**src/core/tecfd_pkg.sv**
```systemverilog
package tecfd_pkg;
  localparam int DATA_W = 8;

  // Register indices on the plain register port
  localparam logic [3:0] ADDR_CNT0_CTRL  = 4'h0;
  localparam logic [3:0] ADDR_CNT0_PRE   = 4'h1;
  localparam logic [3:0] ADDR_CNT0_VAL   = 4'h2;
  localparam logic [3:0] ADDR_CNT1_CTRL  = 4'h3;
  localparam logic [3:0] ADDR_CNT1_PRE   = 4'h4;
  localparam logic [3:0] ADDR_CNT1_VAL   = 4'h5;
  localparam logic [3:0] ADDR_IRQ_CTRL   = 4'h6;
  localparam logic [3:0] ADDR_MISC_CTRL  = 4'h7;
  localparam logic [3:0] ADDR_PORT_DIR   = 4'h8;
  localparam logic [3:0] ADDR_PORT_DATA  = 4'h9;
  localparam logic [3:0] ADDR_PWR_CTRL   = 4'ha;

  // Counter control fields
  localparam int CTL_MODE_HI = 7;
  localparam int CTL_MODE_LO = 6;
  localparam int CTL_RUN     = 4;
  localparam int CTL_EDGE    = 3;
  localparam int CTL_PSC_HI  = 2;
  localparam int CTL_PSC_LO  = 0;

  // Interrupt control fields
  localparam int IRQ_EN0   = 2;
  localparam int IRQ_EN1   = 3;
  localparam int IRQ_FLAG0 = 5;
  localparam int IRQ_FLAG1 = 6;

  // Misc function control fields
  localparam int MISC_DIV_EN  = 0;
  localparam int MISC_DIV_SEL = 1;

  // Port bit shared with the divider output
  localparam int DIV_PIN_BIT = 1;

  localparam logic [7:0] VECTOR_CNT0 = 8'h08;
  localparam logic [7:0] VECTOR_CNT1 = 8'h0c;

  typedef enum logic [1:0] {
    TECFD_MODE_OFF   = 2'b00,
    TECFD_MODE_EVENT = 2'b01,
    TECFD_MODE_TIMER = 2'b10,
    TECFD_MODE_PULSE = 2'b11
  } tecfd_mode_t;

  typedef struct packed {
    logic [3:0] addr;
    logic [7:0] wdata;
    logic       wr;
    logic       rd;
  } tecfd_req_t;

  typedef struct packed {
    logic       irq_req;
    logic [7:0] irq_vector;
    logic       wake;
  } tecfd_evt_t;
endpackage : tecfd_pkg

```
**src/core/tecfd_counter.sv**
```systemverilog
`timescale 1ns/10ps
module tecfd_counter
  import tecfd_pkg::*;
#(
  parameter int  WIDTH   = 8,
  parameter bit  HAS_PSC = 1'b1
) (
  input  wire logic             core_clk,
  input  wire logic             rstn,
  input  wire logic [7:0]       ctrl,
  input  wire logic [WIDTH-1:0] preload,
  input  wire logic             preload_wr,
  input  wire logic             inhibit,
  input  wire logic             ext_pin,
  output logic      [WIDTH-1:0] count_q,
  output logic                  ovf,
  output logic                  run_clear
);
  import tecfd_pkg::*;

  tecfd_mode_t mode;
  logic        run;
  logic        edge_sel;
  logic [2:0]  psc_sel;
  logic [6:0]  psc_q;
  logic        tick;
  logic        pin_q;
  logic        active_edge;
  logic        return_edge;
  logic        pulse_start;
  logic        pulse_on_q;
  logic        step;

  assign mode     = tecfd_mode_t'(ctrl[CTL_MODE_HI:CTL_MODE_LO]);
  assign run      = ctrl[CTL_RUN];
  assign edge_sel = ctrl[CTL_EDGE];
  assign psc_sel  = ctrl[CTL_PSC_HI:CTL_PSC_LO];

  // Free-running prescaler; code n divides by 2**n
  always_ff @(posedge core_clk or negedge rstn) begin
    if (!rstn) begin
      psc_q <= '0;
    end else begin
      psc_q <= psc_q + 7'h01;
    end
  end

  always_comb begin
    tick = 1'b1;
    if (HAS_PSC && psc_sel != 3'h0) begin  // [RL8] [RL24] [RL3]
      tick = &psc_q[psc_sel-3'h1 -: 1] && ((psc_q & ((7'h01 << psc_sel) - 7'h01)) == ((7'h01 << psc_sel) - 7'h01));
    end
  end

  // Pin seen only on the next timer tick, so up to one tick of error
  always_ff @(posedge core_clk or negedge rstn) begin
    if (!rstn) begin
      // Idle level of the pulled-high pin, so no false edge follows reset
      pin_q <= 1'b1;
    end else if (tick) begin
      pin_q <= ext_pin;  // [RL11]
    end
  end

  assign active_edge = tick && (edge_sel ? (pin_q && !ext_pin) : (!pin_q && ext_pin));  // [RL22]
  // With bit 3 low pulse mode starts on the edge that leaves the idle level and ends on the way back; bit 3 high swaps the two edges
  assign pulse_start = tick && (edge_sel ? (!pin_q && ext_pin) : (pin_q && !ext_pin));  // [RL23]
  assign return_edge = tick && (edge_sel ? (pin_q && !ext_pin) : (!pin_q && ext_pin));

  always_ff @(posedge core_clk or negedge rstn) begin
    if (!rstn) begin
      pulse_on_q <= 1'b0;
    end else if (!run || mode != TECFD_MODE_PULSE) begin
      pulse_on_q <= 1'b0;
    end else if (!pulse_on_q && pulse_start) begin
      pulse_on_q <= 1'b1;  // [RL23]
    end else if (pulse_on_q && return_edge) begin
      pulse_on_q <= 1'b0;
    end
  end

  assign run_clear = (mode == TECFD_MODE_PULSE) && run && pulse_on_q && return_edge;  // [RL23]

  always_comb begin
    step = 1'b0;
    unique case (mode)
      TECFD_MODE_OFF:   step = 1'b0;
      TECFD_MODE_TIMER: step = tick;
      TECFD_MODE_EVENT: step = active_edge;  // [RL10]
      TECFD_MODE_PULSE: step = tick && pulse_on_q && !return_edge;
    endcase
    if (!run || inhibit) begin
      step = 1'b0;  // [RL18] [RL14]
    end
  end

  assign ovf = step && (&count_q);

  // Contents after power-on are not defined; software preloads first
  always_ff @(posedge core_clk) begin
    if (preload_wr && !run) begin
      count_q <= preload;
    end else if (ovf) begin
      count_q <= preload;  // [RL2]
    end else if (step) begin
      count_q <= count_q + 1'b1;  // [RL1]
    end
  end
endmodule : tecfd_counter

```
**src/core/tecfd_top.sv**
```systemverilog
`timescale 1ns/10ps
// Behaviour
// RL1 - Each counter is eight bits and counts up from the preload value.
// RL2 - On passing full scale: overflow, reload from preload, continue counting.
// RL3 - Count advances on system clock divided by the prescaler where present.
// RL4 - Divider output toggles on every overflow of the selected counter.
// RL5 - Misc control enables divider and picks counter; else pin is plain I/O.
// RL6 - Divider reaches pin only when port direction bit 1 is output.
// RL7 - Port data bit 1 gates divider: one passes wave, zero holds low.
// RL8 - Three-bit field in counter 0 control selects its clock division.
// RL9 - Counter 1 has no prescaler; its clock feeds it directly.
// RL10 - Event or pulse mode needs mode bits set and pin as input.
// RL11 - Pin changes are acted on only at the next timer tick.
// RL12 - Overflow in timer mode raises an interrupt with its own vector.
// RL13 - Counter 0 overflow vector is address 08h.
// RL14 - Counter reads and preload writes suspend counting for that cycle.
// RL15 - Overflow sets request flag; interrupt only when enable bit set.
// RL16 - Disabled counter never interrupts, though its flag may be set.
// RL17 - Software loads a preload value before starting a counter.
// RL18 - Control bit 4 starts and stops the counter.
// RL19 - Overflow during power-down wakes device regardless of interrupt enable.
// RL20 - Flag already set at power-down blocks wake on later overflow.
// RL21 - Control bits 7:6 select mode: 10 timer, 01 event, 11 pulse.
// RL22 - Control bit 3 low counts rising edges, high counts falling edges.
// RL23 - Pulse mode runs between edges then clears run bit itself.
// RL24 - Prescaler code is a power-of-two exponent; 001 divides by two.
module tecfd_top
  import tecfd_pkg::*;
(
  input  wire logic                 core_clk,
  input  wire logic                 rstn,
  input  wire tecfd_pkg::tecfd_req_t req,
  output logic      [7:0]           rdata,
  input  wire logic                 ext_pin0,
  input  wire logic                 ext_pin1,
  input  wire logic [7:0]           port_in,
  output logic      [7:0]           port_out,
  output logic      [7:0]           port_oe,
  output tecfd_pkg::tecfd_evt_t     evt
);
  import tecfd_pkg::*;

  logic [7:0] cnt0_ctrl_q;
  logic [7:0] cnt1_ctrl_q;
  logic [7:0] cnt0_pre_q;
  logic [7:0] cnt1_pre_q;
  logic [7:0] irq_ctrl_q;
  logic [7:0] misc_q;
  logic [7:0] port_dir_q;
  logic [7:0] port_data_q;
  logic       pwr_down_q;
  logic       tone_q;
  logic [7:0] cnt0_val;
  logic [7:0] cnt1_val;
  logic       ovf0;
  logic       ovf1;
  logic       clr0;
  logic       clr1;
  logic       inh0;
  logic       inh1;
  logic       wr0_pre;
  logic       wr1_pre;
  logic       sel_ovf;
  logic       div_on_pin;
  logic       irq0;
  logic       irq1;
  logic [7:0] pre0_src;
  logic [7:0] pre1_src;

  assign wr0_pre = req.wr && req.addr == ADDR_CNT0_PRE;
  assign wr1_pre = req.wr && req.addr == ADDR_CNT1_PRE;
  assign inh0    = wr0_pre || (req.rd && req.addr == ADDR_CNT0_VAL);  // [RL14]
  assign inh1    = wr1_pre || (req.rd && req.addr == ADDR_CNT1_VAL);  // [RL14]

  // A stopped counter takes the value being written, not the stale preload
  assign pre0_src = wr0_pre ? req.wdata : cnt0_pre_q;
  assign pre1_src = wr1_pre ? req.wdata : cnt1_pre_q;

  tecfd_counter #(.WIDTH(DATA_W), .HAS_PSC(1'b1)) u_cnt0 (
    .core_clk   (core_clk),
    .rstn       (rstn),
    .ctrl       (cnt0_ctrl_q),
    .preload    (pre0_src),
    .preload_wr (wr0_pre),
    .inhibit    (inh0),
    .ext_pin    (ext_pin0),
    .count_q    (cnt0_val),
    .ovf        (ovf0),
    .run_clear  (clr0)
  );

  // No prescaler on counter 1
  tecfd_counter #(.WIDTH(DATA_W), .HAS_PSC(1'b0)) u_cnt1 (  // [RL9]
    .core_clk   (core_clk),
    .rstn       (rstn),
    .ctrl       (cnt1_ctrl_q),
    .preload    (pre1_src),
    .preload_wr (wr1_pre),
    .inhibit    (inh1),
    .ext_pin    (ext_pin1),
    .count_q    (cnt1_val),
    .ovf        (ovf1),
    .run_clear  (clr1)
  );

  always_ff @(posedge core_clk or negedge rstn) begin
    if (!rstn) begin
      cnt0_ctrl_q <= 8'h00;
    end else if (req.wr && req.addr == ADDR_CNT0_CTRL) begin
      cnt0_ctrl_q <= req.wdata;  // [RL21] [RL18]
    end else if (clr0) begin
      cnt0_ctrl_q[CTL_RUN] <= 1'b0;  // [RL23]
    end
  end

  always_ff @(posedge core_clk or negedge rstn) begin
    if (!rstn) begin
      cnt1_ctrl_q <= 8'h00;
    end else if (req.wr && req.addr == ADDR_CNT1_CTRL) begin
      cnt1_ctrl_q <= req.wdata;
    end else if (clr1) begin
      cnt1_ctrl_q[CTL_RUN] <= 1'b0;  // [RL23]
    end
  end

  always_ff @(posedge core_clk or negedge rstn) begin
    if (!rstn) begin
      cnt0_pre_q <= 8'h00;
      cnt1_pre_q <= 8'h00;
    end else begin
      if (wr0_pre) begin
        cnt0_pre_q <= req.wdata;
      end
      if (wr1_pre) begin
        cnt1_pre_q <= req.wdata;
      end
    end
  end

  // Overflow sets the flag even while a write clears it
  always_ff @(posedge core_clk or negedge rstn) begin
    if (!rstn) begin
      irq_ctrl_q <= 8'h00;
    end else begin
      if (req.wr && req.addr == ADDR_IRQ_CTRL) begin
        irq_ctrl_q <= req.wdata;
      end
      if (ovf0) begin
        irq_ctrl_q[IRQ_FLAG0] <= 1'b1;  // [RL15]
      end
      if (ovf1) begin
        irq_ctrl_q[IRQ_FLAG1] <= 1'b1;  // [RL15]
      end
    end
  end

  always_ff @(posedge core_clk or negedge rstn) begin
    if (!rstn) begin
      misc_q      <= 8'h00;
      port_dir_q  <= 8'hff;
      port_data_q <= 8'h00;
      pwr_down_q  <= 1'b0;
    end else if (req.wr) begin
      unique case (req.addr)
        ADDR_MISC_CTRL: misc_q      <= req.wdata;
        ADDR_PORT_DIR:  port_dir_q  <= req.wdata;
        ADDR_PORT_DATA: port_data_q <= req.wdata;
        ADDR_PWR_CTRL:  pwr_down_q  <= req.wdata[0];
        default:        ;
      endcase
    end
  end

  assign sel_ovf = misc_q[MISC_DIV_SEL] ? ovf1 : ovf0;  // [RL5]

  always_ff @(posedge core_clk or negedge rstn) begin
    if (!rstn) begin
      tone_q <= 1'b0;
    end else if (misc_q[MISC_DIV_EN] && sel_ovf) begin
      tone_q <= ~tone_q;  // [RL4]
    end
  end

  // Direction bit high means input
  assign div_on_pin = misc_q[MISC_DIV_EN] && !port_dir_q[DIV_PIN_BIT];  // [RL6]

  always_comb begin
    port_oe  = ~port_dir_q;  // [RL10]
    port_out = port_data_q;
    if (div_on_pin) begin
      port_out[DIV_PIN_BIT] = port_data_q[DIV_PIN_BIT] & tone_q;  // [RL7]
    end
  end

  // Flags are set in timer, event and pulse mode alike; only the enable bit decides delivery
  assign irq0 = irq_ctrl_q[IRQ_FLAG0] && irq_ctrl_q[IRQ_EN0];  // [RL15] [RL16]
  assign irq1 = irq_ctrl_q[IRQ_FLAG1] && irq_ctrl_q[IRQ_EN1];  // [RL16]

  always_comb begin
    evt.irq_req    = irq0 || irq1;  // [RL12]
    evt.irq_vector = irq0 ? VECTOR_CNT0 : VECTOR_CNT1;  // [RL13]
    // A flag already set masks the wake, as software intends
    evt.wake = pwr_down_q && ((ovf0 && !irq_ctrl_q[IRQ_FLAG0])
                           || (ovf1 && !irq_ctrl_q[IRQ_FLAG1]));  // [RL19] [RL20]
  end

  always_ff @(posedge core_clk or negedge rstn) begin
    if (!rstn) begin
      rdata <= 8'h00;
    end else if (req.rd) begin
      unique case (req.addr)
        ADDR_CNT0_CTRL: rdata <= cnt0_ctrl_q;
        ADDR_CNT0_PRE:  rdata <= cnt0_pre_q;
        ADDR_CNT0_VAL:  rdata <= cnt0_val;
        ADDR_CNT1_CTRL: rdata <= cnt1_ctrl_q;
        ADDR_CNT1_PRE:  rdata <= cnt1_pre_q;
        ADDR_CNT1_VAL:  rdata <= cnt1_val;
        ADDR_IRQ_CTRL:  rdata <= irq_ctrl_q;
        ADDR_MISC_CTRL: rdata <= misc_q;
        ADDR_PORT_DIR:  rdata <= port_dir_q;
        ADDR_PORT_DATA: rdata <= port_in;
        ADDR_PWR_CTRL:  rdata <= {7'h00, pwr_down_q};
        default:        rdata <= 8'h00;
      endcase
    end else begin
      rdata <= 8'h00;
    end
  end
endmodule : tecfd_top

```
**config.mk**
```make
export PLATFORM = sky130hd
export DESIGN_NAME = tecfd_top
export DESIGN_NICKNAME = d
export VERILOG_FILES = /design/src/core/tecfd_pkg.sv /design/src/core/tecfd_counter.sv /design/src/core/tecfd_top.sv
export SDC_FILE = /design/constraint.sdc
export NUM_CORES = 1
export LEC_CHECK = 0
export BUFFER_PORTS_ARGS = -buffer_cell sky130_fd_sc_hd__buf_2
export CORE_UTILIZATION = 43
export DETAILED_ROUTE_END_ITERATION = 16
export PLACE_DENSITY_LB_ADDON = 0.25
export RECOVER_POWER = 25
export SYNTH_ARGS = -nofsm -noshare
export SYNTH_HDL_FRONTEND = slang
export SYNTH_HIERARCHICAL = 1
export SYNTH_SLANG_ARGS = --single-unit
```
**constraint.sdc**
```tcl
create_clock -name core_clk -period 9.9 [get_ports core_clk]
set_input_delay 1.98 -clock core_clk [delete_from_list [all_inputs] [get_ports core_clk]]
set_output_delay 1.98 -clock core_clk [all_outputs]
set_load 0.01 [all_outputs]
```
==> metrics.txt <==
status finished with violations; failing checks capacitance limit, slew limit; area grow syn2layout 8.43%; Synth cell types 77; die height 120 um; initial antenna violation count 0; Final Worst Setup Slack 3.58 ns; post-CTS setup buffers 0; drt pass-1 iters 5; CTS tree done; worst slack, placed 3.62 ns; Clock Skew 0.00712 ns; peak fanout along the critical path 39; CP Launch Point req[10]; average size of a mapped cell 11.5 um^2; CTS Buffer Depth 2; Mapped Area 5980 um^2; leakage power 2.75 nW; fin. max-slew vios 80; DR iter-0 viols 380; Die Width 120 um; first-pass GRT wire length 23500 um; Starting Density 44.6%; leading area contributor after synthesis dfrtp_1; Skew-Pair Late Insertion Delay 0.35 ns; dpl hpwl 10200 um; met3 wire len 719 um; Layout Nets 589; routed vias 4254; post-route design area 6480 um^2; dpl cell area 6210 um^2; number of buffers created by CTS 9; Final Non-Filler Cells 735; Core Rows 42; # IOs 60; Post-Syn Instances 521; final hold viol count 0; top cell type's share of synthesized area 31.4%; Primary FF master, synth dfrtp_1; FF-to-FF Start cnt0_ctrl_q[0]; Fin Hold WS 0.476 ns; # port buffers 52; H-tree depth 3; RSZ-0062 raised after global routing no; GRT Overall Usage 21.9%; WL met2 7030 um; Crit Path Category in -> out; Die ar. 14400 um^2; Area contributors post-synth dfrtp_1 (31%), mux2_2 (11%), edfxtp_1 (8.0%), dfstp_2 (4.4%), mux2_4 (3.0%); hold_buf cts 0; Final ANT Viol Nets 0; Vias/cell 5.79; PwrDens 187 nW/um^2; final worst path period need 6.32 ns; Setup Viol. Count Final 0; top sig layer met4; post-synthesis sequential area ratio 43.8%; # clock sinks 101; worst slew pin tran 4.35 ns; share of cells above drive strength 1 31.5%; DRT Wirelength 14700 um; Crit. End Element output port; Post-synth EDFFs 16; R2R Setup Slk 6.12 ns; placed cells 719; DR WL/cell 20.0 um; drc violations 0; Antenna Diode Count 0; VDD IR max 0.119 mV; largest net degree at the start of global routing 80; Root Driver clkbuf_16; gpl congestion 0.891; most frequent cells in the layout dfrtp_1 (75), mux2_2 (59), buf_2 (49), inv_1 (26), nand2_1 (24); Power Total 1.21 mW; Worst slew margin -190%; hold wc startpoint tone_q; number of max-cap violations 1; GR Overflow Total 0; yosys warns 6; cts repair resizes 0; Reg clk slew, reported paths 0.07 ns; TNS Setup 0 ns; post-route clock period utilization 63.8%; flops & latches, synth 101; number of global-route vias before repair 4096; Metal-1 WL 6770 um; final core occ 48.4%; Req. time, crit path 7.92 ns; Core Area 13400 um^2; Hold Path Class reg -> reg; Setup crit start kind input pin; Async SR Flop Fraction 84.2%; Max Freq 158 MHz; Arr. time, crit path 4.34 ns; most common cell after layout, fill and taps aside dfrtp_1
[critical path, stage by stage]
cell and delay, ns:
buf_2 0.64, mux2i_1 0.27, nor3_1 0.09, nand3b_1 0.21, a21o_1 0.21, a211oi_4 0.40
inv_1 0.11, o22ai_1 0.12, and2_1 0.15, buf_2 0.13
[state kept, by name, indices dropped and copies added (netlist names)]
| register | flops |
|---|---|
| cnt0_ctrl_q | 8 |
| cnt0_pre_q | 8 |
| cnt1_ctrl_q | 8 |
| cnt1_pre_q | 8 |
| irq_ctrl_q | 8 |
| misc_q | 8 |
| port_data_q | 8 |
| port_dir_q | 8 |
| pwr_down_q | 1 |
| rdata | 8 |
| tone_q | 1 |
| u_cnt0/count_q | 8 |
| u_cnt0/pin_q | 1 |
| u_cnt0/psc_q | 7 |
| u_cnt0/pulse_on_q | 1 |
| u_cnt1/count_q | 8 |
| u_cnt1/pin_q | 1 |
| u_cnt1/pulse_on_q | 1 |
[path summary, 6_finish.rpt]
check / cells past startpoint / end
worst max register to register: 11 / u_cnt0/count_q[3]
worst max-delay path: 10 / evt[0]
worst min-delay path: 1 / tone_q
max in group asynchronous: 2 / cnt0_pre_q[0]
min in group asynchronous: 1 / u_cnt0/psc_q[5]
worst min register to register: 1 / tone_q
[area by class of cell]
class / count / area (um^2)
multi-input combinational: 363 / 3000
timing repair buffer: 53 / 260
clock buffer: 9 / 225
fill: 1239 / 6920
inverter: 26 / 97.6
tap: 176 / 220
clock inverter: 7 / 57.6
sequential: 101 / 2620
[power breakdown]
part	internal, mW	switching [mW]
clock	0.174	0.165
combinational	0.145	0.153
sequential	0.506	0.0703
[kinds of logic after synthesis]
logic type | count (synthesis) | synth area share (%)
flip-flops | 101 | 43.8
adder cells (fa/ha/maj) | 9 | 1.88
AND/OR/NAND/NOR | 145 | 15.0
XOR/XNOR | 19 | 2.78
multiplexers | 90 | 18.1
AO/OA/AOI/OAI | 93 | 12.0
other | 2 | 0.126
buffers and inverters | 62 | 6.28
[cells in the mapped netlist, drive strengths merged (5+ instances only)]
cell type,count
a21oi,14
a22oi,12
a31oi,8
and3,10
buf,34
dfrtp,75
dfstp,10
edfxtp,16
ha,9
inv,26
mux2,76
mux2i,11
nand2,24
nand2b,12
nand3,23
nand3b,15
nor2,22
nor2b,6
nor3,9
nor3b,7
o21ai,13
o22ai,6
o32ai,5
xnor2,12
xor2,7
[routing by layer]
metal  global-route usage, %  vias to the layer above
met3                    3.94                       16
met5                       0                        -
met4                    8.05                        0
li1                        -                     1959
met1                    30.5                     2137
met2                    34.1                      142
(Power assumes the default switching activity.)
